File: config.mk
export PLATFORM = sky130hd
export DESIGN_NAME = pem_core
export DESIGN_NICKNAME = d
export VERILOG_FILES = /design/src/pem_pkg.sv /design/src/pem_core.sv /design/src/pem_arbiter.sv
export SDC_FILE = /design/constraint.sdc
export NUM_CORES = 1
export LEC_CHECK = 0
export BUFFER_PORTS_ARGS = -buffer_cell sky130_fd_sc_hd__clkbuf_2
export CELL_PAD_IN_SITES_DETAIL_PLACEMENT = 1
export CELL_PAD_IN_SITES_GLOBAL_PLACEMENT = 1
export CORE_AREA = 3 3 220 222
export CTS_CLUSTER_SIZE = 28
export DETAILED_ROUTE_END_ITERATION = 12
export DIE_AREA = 0 0 223 225
export HOLD_SLACK_MARGIN = 0.05
export PLACE_DENSITY = 0.89
export SLEW_MARGIN = 15
export SYNTH_ARGS = -nofsm -noshare
export SYNTH_HDL_FRONTEND = slang
export SYNTH_HIERARCHICAL = 1
export SYNTH_SLANG_ARGS = --single-unit
File: constraint.sdc
create_clock -name clock -period 81.6 [get_ports clock]
set_input_delay 4.08 -clock clock [delete_from_list [all_inputs] [get_ports clock]]
set_output_delay 4.08 -clock clock [all_outputs]
set_load 0.02 [all_outputs]
File: src/pem_pkg.sv
// Package of constants and types for the processor exception model
package pem_pkg;
  // Exception numbers
  localparam logic [5:0] EXC_RESET = 6'h01;
  localparam logic [5:0] EXC_NMI = 6'h02;
  localparam logic [5:0] EXC_FAULT = 6'h03;
  localparam logic [5:0] EXC_SUPCALL = 6'h0B;
  localparam logic [5:0] EXC_PENDSRV = 6'h0E;
  localparam logic [5:0] EXC_TIMER = 6'h0F;
  localparam logic [5:0] EXC_IRQ_BASE = 6'h10;
  localparam int NUM_IRQ = 32;
  localparam int NUM_EXC = 48;
  // Vector table
  localparam logic [31:0] VECTOR_BASE = 32'h0000_0000;
  localparam logic [31:0] VEC_RESET = 32'h0000_0004;
  localparam logic [31:0] VEC_NMI = 32'h0000_0008;
  localparam logic [31:0] VEC_FAULT = 32'h0000_000C;
  localparam logic [31:0] VEC_SUPCALL = 32'h0000_002C;
  localparam logic [31:0] VEC_PENDSRV = 32'h0000_0038;
  localparam logic [31:0] VEC_TIMER = 32'h0000_003C;
  localparam logic [31:0] VEC_IRQ_BASE = 32'h0000_0040;
  // Priorities, with a three-bit offset encoding: -3..-1 fixed, 0..3 configurable map to 3..6
  localparam logic [2:0] RANK_RESET = 3'h0;
  localparam logic [2:0] RANK_NMI = 3'h1;
  localparam logic [2:0] RANK_FAULT = 3'h2;
  localparam logic [2:0] RANK_CFG_BASE = 3'h3;
  localparam logic [2:0] RANK_THREAD = 3'h7;
  localparam logic [1:0] PRIO_RESET_VALUE = 2'h0;
  // Handler entry latency in cycles
  localparam int ENTRY_CYCLES = 2;
  localparam logic [1:0] ENTRY_LAST = 2'(ENTRY_CYCLES - 1);

  typedef enum logic [1:0] {
    EXC_INACTIVE,
    EXC_PENDING,
    EXC_ACTIVE,
    EXC_ACTIVE_PENDING
  } pem_state_e;
endpackage

File: src/pem_core.sv
// Exception state tracking, prioritisation and handler entry for a small core
// Operation
// - Each exception in one of four states
// - Peripheral or software request sets pending
// - Nested handlers both stay active
// - New request while active gives active-pending
// - Reset halts the processor immediately
// - Reset restarts from vector 4 in Thread
// - Nonmaskable interrupt fixed -2, number 2, vector 8
// - Nonmaskable interrupt unmaskable, preempted only by reset
// - Fault exception priority -1, vector 0xC
// - Supervisor call is number 11, vector 0x2C
// - Pendable service request number 14, vector 0x38
// - Timer exception number 15 on zero or software
// - Interrupts from number 16, vectors from 0x40
// - Asynchronous entry may lag triggering instructions
// - Configurable exceptions can be disabled by software
// - Status gives exception number, not interrupt number
// - Priorities 0 to 3, default 0, low wins
// - Equal priority: lowest exception number first
// - Equal priority never preempts, stays pending
// - Entry completion turns pending into active
`timescale 1ns/10ps
`default_nettype none
module pem_core
  import pem_pkg::*;
(
  // Clock and reset
  input wire logic clock,
  input wire logic sys_rst,
  // Asynchronous request pins
  input wire logic [NUM_IRQ-1:0] irqPin,
  input wire logic nmiPin,
  // Synchronous requests from the pipeline and timer
  input wire logic faultEvent,
  input wire logic supervisorCallInstruction,
  input wire logic timerZero,
  input wire logic setPendService,
  input wire logic setPendTimer,
  input wire logic [NUM_IRQ-1:0] setPendIrq,
  // Privileged configuration
  input wire logic [NUM_IRQ-1:0] irqEnable,
  input wire logic enableSupCall,
  input wire logic enablePendService,
  input wire logic enableTimer,
  input wire logic [2*NUM_IRQ-1:0] irqPriority,
  input wire logic [1:0] supCallPriority,
  input wire logic [1:0] pendServicePriority,
  input wire logic [1:0] timerPriority,
  // Pipeline handshake
  input wire logic instructionBoundary,
  input wire logic handlerReturn,
  // Pipeline direction
  output logic pipelineHalt,
  output logic entryStart,
  output logic [31:0] vectorAddress,
  output logic handlerMode,
  output logic [5:0] exceptionNumberStatus,
  output logic [2*NUM_EXC-1:0] exceptionState
);
  // ==========================================================
  // Helpers
  // ==========================================================
  function automatic logic [31:0] vectorOf(input logic [5:0] num);
    vectorOf = VECTOR_BASE + {24'h00_0000, num, 2'b00};
  endfunction

  function automatic logic [2:0] cfgRank(input logic [1:0] prio);
    cfgRank = RANK_CFG_BASE + {1'b0, prio};
  endfunction

  function automatic logic [2:0] rankOf(input logic [3*NUM_EXC-1:0] ranks,
    input logic [5:0] num);
    rankOf = ranks[3*num +: 3];
  endfunction

  // ==========================================================
  // Input synchronisers
  // ==========================================================
  // Pins pass two flops before the edge detect, so a slow edge raises only once
  logic [NUM_IRQ-1:0] irqMeta;
  logic [NUM_IRQ-1:0] irqSync;
  logic nmiMeta;
  logic nmiSync;
  logic nmiLast;
  logic [NUM_IRQ-1:0] irqLast;

  always_ff @(posedge clock) begin
    if (sys_rst) begin
      irqMeta <= '0;
      irqSync <= '0;
      nmiMeta <= 1'b0;
      nmiSync <= 1'b0;
    end else begin
      irqMeta <= irqPin;
      irqSync <= irqMeta;
      nmiMeta <= nmiPin;
      nmiSync <= nmiMeta;
    end
  end

  always_ff @(posedge clock) begin
    if (sys_rst) begin
      irqLast <= '0;
      nmiLast <= 1'b0;
    end else begin
      irqLast <= irqSync;
      nmiLast <= nmiSync;
    end
  end

  // ==========================================================
  // Request, enable and rank per exception number
  // ==========================================================
  logic [NUM_EXC-1:0] raise;
  logic [NUM_EXC-1:0] enabled;
  logic [3*NUM_EXC-1:0] rank;

  always_comb begin
    raise = '0;
    enabled = '0;
    rank = {NUM_EXC{RANK_THREAD}};
    raise[EXC_NMI] = nmiSync && !nmiLast;
    enabled[EXC_NMI] = 1'b1;
    rank[3*EXC_NMI +: 3] = RANK_NMI;
    raise[EXC_FAULT] = faultEvent;
    enabled[EXC_FAULT] = 1'b1;
    rank[3*EXC_FAULT +: 3] = RANK_FAULT;
    raise[EXC_SUPCALL] = supervisorCallInstruction;
    enabled[EXC_SUPCALL] = enableSupCall;
    rank[3*EXC_SUPCALL +: 3] = cfgRank(supCallPriority);
    raise[EXC_PENDSRV] = setPendService;
    enabled[EXC_PENDSRV] = enablePendService;
    rank[3*EXC_PENDSRV +: 3] = cfgRank(pendServicePriority);
    raise[EXC_TIMER] = timerZero || setPendTimer;
    enabled[EXC_TIMER] = enableTimer;
    rank[3*EXC_TIMER +: 3] = cfgRank(timerPriority);
    for (int i = 0; i < NUM_IRQ; i++) begin
      // Interrupt i sits at exception number 16 + i
      raise[EXC_IRQ_BASE + i] = (irqSync[i] && !irqLast[i]) || setPendIrq[i];
      enabled[EXC_IRQ_BASE + i] = irqEnable[i];
      rank[3*(EXC_IRQ_BASE + i) +: 3] = cfgRank(irqPriority[2*i +: 2]);
    end
  end

  // ==========================================================
  // Per-exception state
  // ==========================================================
  logic [NUM_EXC-1:0] pending;
  logic [NUM_EXC-1:0] active;
  logic [NUM_EXC-1:0] next_pending;
  logic [NUM_EXC-1:0] next_active;

  // Nesting stack of preempted exception numbers
  // Eight levels cover both fixed levels and all four configurable ones
  logic [5:0] nestStack [0:7];
  logic [2:0] nestDepth;
  logic [5:0] current;
  logic [2:0] currentRank;

  // Entry sequencing
  typedef enum logic [1:0] {
    ST_RUN,
    ST_ENTRY,
    ST_HALT
  } pem_seq_e;
  pem_seq_e seqState;
  logic [1:0] entryCount;
  logic [5:0] entryNum;

  // ==========================================================
  // Arbitration
  // ==========================================================
  logic found;
  logic [5:0] winner;
  logic [2:0] winnerRank;

  pem_arbiter u_arbiter (
    .request(pending & enabled),
    .rank(rank),
    .found(found),
    .winner(winner),
    .winnerRank(winnerRank)
  );

  // Strictly higher priority only: equal rank is left pending
  logic canTake;
  assign canTake = found && (winnerRank < currentRank);

  // Entry completes at the last entry cycle; a better late arrival retargets instead
  logic entryDone;
  logic lateArrival;
  assign lateArrival = (seqState == ST_ENTRY) && canTake && (winnerRank < rankOf(rank, entryNum));
  assign entryDone = (seqState == ST_ENTRY) && (entryCount == ENTRY_LAST) && !lateArrival;

  logic doReturn;
  assign doReturn = (seqState == ST_RUN) && handlerReturn && handlerMode;

  // Entry starts only between instructions and never in the cycle of a return
  logic takeNow;
  assign takeNow = (seqState == ST_RUN) && canTake && instructionBoundary && !doReturn;

  always_comb begin
    next_pending = pending;
    next_active = active;
    if (doReturn) begin
      next_active[current] = 1'b0;
    end
    if (entryDone) begin
      next_pending[entryNum] = 1'b0;
      next_active[entryNum] = 1'b1;
    end
    // A fresh request wins over the clear at entry, giving active and pending
    next_pending = next_pending | raise;
  end

  always_ff @(posedge clock) begin
    if (sys_rst) begin
      pending <= '0;
    end else begin
      pending <= next_pending;
    end
  end

  always_ff @(posedge clock) begin
    if (sys_rst) begin
      active <= '0;
    end else begin
      active <= next_active;
    end
  end

  // ==========================================================
  // Entry sequencer
  // ==========================================================
  always_ff @(posedge clock) begin
    if (sys_rst) begin
      seqState <= ST_HALT;
      entryCount <= 2'h0;
      entryNum <= EXC_RESET;
    end else begin
      case (seqState)
        ST_HALT: begin
          seqState <= ST_RUN;
        end
        ST_RUN: begin
          // Asynchronous sources wait for an instruction boundary
          if (takeNow) begin
            seqState <= ST_ENTRY;
            entryNum <= winner;
            entryCount <= 2'h0;
          end
        end
        ST_ENTRY: begin
          if (lateArrival) begin
            entryNum <= winner;
          end else if (entryDone) begin
            seqState <= ST_RUN;
          end else begin
            entryCount <= entryCount + 2'h1;
          end
        end
        default: begin
          seqState <= ST_RUN;
        end
      endcase
    end
  end

  // ==========================================================
  // Nesting of active handlers
  // ==========================================================
  always_ff @(posedge clock) begin
    if (sys_rst) begin
      nestDepth <= 3'h0;
      current <= 6'h00;
      currentRank <= RANK_THREAD;
      for (int i = 0; i < 8; i++) begin
        nestStack[i] <= 6'h00;
      end
    end else if (entryDone) begin
      // Preempted handler stays active underneath
      nestStack[nestDepth] <= current;
      nestDepth <= nestDepth + 3'h1;
      current <= entryNum;
      currentRank <= rankOf(rank, entryNum);
    end else if (doReturn) begin
      if (nestDepth != 3'h0) begin
        nestDepth <= nestDepth - 3'h1;
        current <= nestStack[nestDepth - 3'h1];
        currentRank <= (nestStack[nestDepth - 3'h1] == 6'h00) ?
          RANK_THREAD : rankOf(rank, nestStack[nestDepth - 3'h1]);
      end
    end
  end

  // ==========================================================
  // Outputs to the pipeline
  // ==========================================================
  // Halt covers the whole entry, from the start pulse to the last entry cycle
  always_ff @(posedge clock) begin
    if (sys_rst) begin
      pipelineHalt <= 1'b1;
      entryStart <= 1'b0;
    end else begin
      pipelineHalt <= takeNow || ((seqState == ST_ENTRY) && !entryDone);
      entryStart <= takeNow;
    end
  end

  always_ff @(posedge clock) begin
    if (sys_rst) begin
      vectorAddress <= VEC_RESET;
    end else if (takeNow || lateArrival) begin
      vectorAddress <= vectorOf(winner);
    end
  end

  always_ff @(posedge clock) begin
    if (sys_rst) begin
      handlerMode <= 1'b0;
      exceptionNumberStatus <= 6'h00;
    end else if (entryDone) begin
      handlerMode <= 1'b1;
      exceptionNumberStatus <= entryNum;
    end else if (doReturn) begin
      handlerMode <= (nestDepth > 3'h1);
      exceptionNumberStatus <= (nestDepth != 3'h0) ? nestStack[nestDepth - 3'h1] : 6'h00;
    end
  end

  // Two state bits per exception: {active, pending}
  always_ff @(posedge clock) begin
    if (sys_rst) begin
      exceptionState <= '0;
    end else begin
      for (int i = 0; i < NUM_EXC; i++) begin
        exceptionState[2*i +: 2] <= {next_active[i], next_pending[i]};
      end
    end
  end
endmodule
`default_nettype wire

File: src/pem_arbiter.sv
// Priority arbiter picking the best pending exception
`timescale 1ns/10ps
`default_nettype none
module pem_arbiter
  import pem_pkg::*;
(
  // Candidates
  input wire logic [NUM_EXC-1:0] request,
  input wire logic [3*NUM_EXC-1:0] rank,
  // Winner
  output logic found,
  output logic [5:0] winner,
  output logic [2:0] winnerRank
);
  // Scan from high number to low so the lowest number wins a tie
  always_comb begin
    found = 1'b0;
    winner = 6'h00;
    winnerRank = RANK_THREAD;
    for (int i = NUM_EXC - 1; i >= 0; i--) begin
      if (request[i] && (rank[3*i +: 3] <= winnerRank)) begin
        found = 1'b1;
        winner = 6'(i);
        winnerRank = rank[3*i +: 3];
      end
    end
  end
endmodule
`default_nettype wire

==> flow_metrics.env <==
export IMPL_yosys_top_cells_area="dfxtp_1 (21%), edfxtp_1 (6.6%), ha_1 (5.8%)"
export IMPL_yosysSeqAreaShare=0.279
export IMPL_synth_compound_area_frac=0.251
export IMPL_gp_congestion=0.960
export IMPL_drtPass1Iterations=7
export IMPL_fin_crit_sh=0.770
export IMPL_dp_hpwl_mm=74.9
export IMPL_ios=316
export IMPL_tns_ns=0
export IMPL_synth_cell_types=108
export IMPL_multi_input_comb_area_um2=14500
export IMPL_ctsResizeCount=0
export IMPL_core_um2=46600
export IMPL_ys_ff_latch=280
export IMPL_worstSetupStartpoint="irqPriority[62]"
export IMPL_cts_sinks=280
export IMPL_vias=24846
export IMPL_rows=79
export IMPL_regArea_um2=6090
export IMPL_area_delta_synth_final_pct=14.7
export IMPL_max_stage_delay_ns=0.88
export IMPL_ys_async_sr_fraction=0
export IMPL_die_area_um2=50200
export IMPL_cp_arrival_ns=63.27
export IMPL_min_delay_start="irqMeta[26]"
export IMPL_dpl_cell_area_um2=24100
export IMPL_max_clock_path_buffers=3
export IMPL_cp_slowest_cell="o311ai_0"
export IMPL_crit_path_start_kind="input pin"
export IMPL_synth_top_family_by_area="simple AND/OR/NAND/NOR gates"
export IMPL_cp_required_ns=82.02
export IMPL_synth_common_cells="inv_1 (284), nand2_1 (264), dfxtp_1 (232)"
export IMPL_synth_xor_area_share=0.00240
export IMPL_synthCells=2863
export IMPL_synth_simple_area_share=0.266
export IMPL_hold_viol_final=0
export IMPL_stdcell_area_um2=25100
export IMPL_grt_ovfl_total=0
export IMPL_grt_usage=0.380
export IMPL_yosys_area_share_adder=0.0602
export IMPL_synth_area_um2=21900
export IMPL_cts_root_buf="clkbuf_16"
export IMPL_leakagePower_nw=11.4
export IMPL_clock_latency_ns=0.58
export IMPL_path_class="input pin to flip-flop"
export IMPL_die_h_um=225
export IMPL_yosys_area_top_type_share=0.213
export IMPL_antenna_left=0
export IMPL_htreeDepth=1
export IMPL_grt_max_degree=89
export IMPL_period_needed_ns=62.85
export IMPL_synth_most_common_cell="inv_1"
export IMPL_worst_ir_drop_vdd_mv=0.0168
export IMPL_antenna_found_initial=5
export IMPL_fmax_mhz=15.9
export IMPL_crit_top_cell="nor2_1"
export IMPL_r2r_end="nestDepth[2]"
export IMPL_drc=0
export IMPL_maxCapViolCount=0
export IMPL_status="finished, final reports clean"
export IMPL_hold_ws_ns=0.435
export IMPL_cp_endpoint="nestDepth[2]"
export IMPL_synth_edf_count=48
export IMPL_tightest_slew_ns=1.19
export IMPL_power_density_nw_per_um2=24.9
export IMPL_ff2ff_path_depth=267
export IMPL_rrSetupSlack_ns=22.13
export IMPL_timing_rr_start="exceptionState[94]"
export IMPL_setup_viol=0
export IMPL_filler_cell_count=5937
export IMPL_worstHoldPathType="flip-flop to flip-flop"
export IMPL_wirelength_mm=102
export IMPL_synthMuxAreaShare=0.0558
export IMPL_initial_utilization=0.469
export IMPL_cts_made_buffers=29
export IMPL_vias_per_cell=6.44
export IMPL_wl_per_cell_um=26.4
export IMPL_avgSynthCellArea_um2=7.63
export IMPL_yosys_warnings=6
export IMPL_skew_ns=0.0216
export IMPL_fin_cells=3860
export IMPL_finalPower_w=0.000623
export IMPL_worstPathMaxFanout=51
export IMPL_grt_pass1_wl_mm=150
export IMPL_clk_pin_slew_ns=0.08
export IMPL_synth_top_area_cell="dfxtp_1"
export IMPL_die_x_um=223
export IMPL_grt_pass1_vias=25142
export IMPL_finalMaxSlewViolations=0
export IMPL_fin_nets=3504
export IMPL_postCtsSetupRepairBufs=0
export IMPL_ctsHoldBuffers=0
export IMPL_ys_flop_type="dfxtp_1"
export IMPL_dp_cells=3799
export IMPL_end_kind="flip-flop"
export IMPL_layout_drive_gt1_share=0.147
export IMPL_rsz0062_at_grt="false"
export IMPL_portBuffers=289
export IMPL_slew_headroom=0.184
export IMPL_cts_tree="done"
export IMPL_drt_iter0_markers=3022
sequential cells by signal (all words and copies together), names as in the netlist, 2 cells and up:
name	cells
current	6
irqSync	32
active	48
entryNum	6
entryCount	2
exceptionNumberStatus	6
nestDepth	3
vectorAddress	6
nestStack	48
currentRank	3
pending	47
irqMeta	32
seqState	2
irqLast	32
per-layer routing:
metal  track usage  up-vias  share of wire
met4         0.230        0          0.071
met5             0        -              0
met3        0.0589      414          0.092
met1         0.465    12066           0.38
met2         0.632     1581           0.46
li1              -    10785              -
cells in the final DEF (no fill, tap or decap), drive strengths merged, types with 53 or more instances in the layout:
master and count:
nor2 223, mux2i 70, clkbuf 330, ha 102
dfxtp 232, and2 66, nand2 265, and3 58
nand2b 53, o21ai 185, conb 175, nor2b 154
a21oi 191, inv 288, nand3 90
worst min-delay path by stage:
stage / endpoint / slack [ns] / depth (start not counted)
final: irqSync[26] / 0.44 / 1
after global placement: irqSync[17] / 0.42 / 1
after global routing: irqSync[26] / 0.45 / 1
after floorplan: irqSync[0] / 0.41 / 1
after CTS: irqSync[26] / 0.44 / 1
after detailed placement: irqSync[13] / 0.43 / 1
critical path, delay by kind of cell:
family / cells / cell delay, ns
buf+inv: 11 / 1.27
mux: 8 / 2.83
compound gates: 110 / 25.58
simple gates: 101 / 17.93
fa+ha+maj: 40 / 11.43
report_power, final:
| part | switching (W) | internal, W | total, W |
|---|---|---|---|
| clock network | 0.0000615 | 0.0000755 | 0.000137 |
| logic | 0.000210 | 0.000119 | 0.000329 |
| registers | 0.00000984 | 0.000147 | 0.000157 |
| total | 0.000281 | 0.000342 | 0.000623 |
metrics by stage:
step                      setup slack, ns   util
after floorplan                     28.04      -
after global placement              23.09  0.518
after detailed placement            19.77  0.518
after CTS                           19.74  0.538
after global routing                13.50  0.538
final                               18.75  0.538
final cells by class:
type | instances | share of cell area
sequential | 280 | 0.243
timing repair buffer | 313 | 0.0651
inverter | 287 | 0.0430
multi-input combinational | 2312 | 0.581
clock buffer | 42 | 0.0322
tap | 607 | 0.0303
clock inverter | 12 | 0.00529
antenna | 7 | 0.000699
cells by family after synthesis:
family                   Yosys count
buffers and inverters            444
AND/OR/NAND/NOR                 1120
flip-flops                       280
XOR/XNOR                           3
multiplexers                     103
other                              2
adder cells (fa/ha/maj)          106
AO/OA/AOI/OAI                    805
Note: power is estimated with default switching activity, not from simulation.
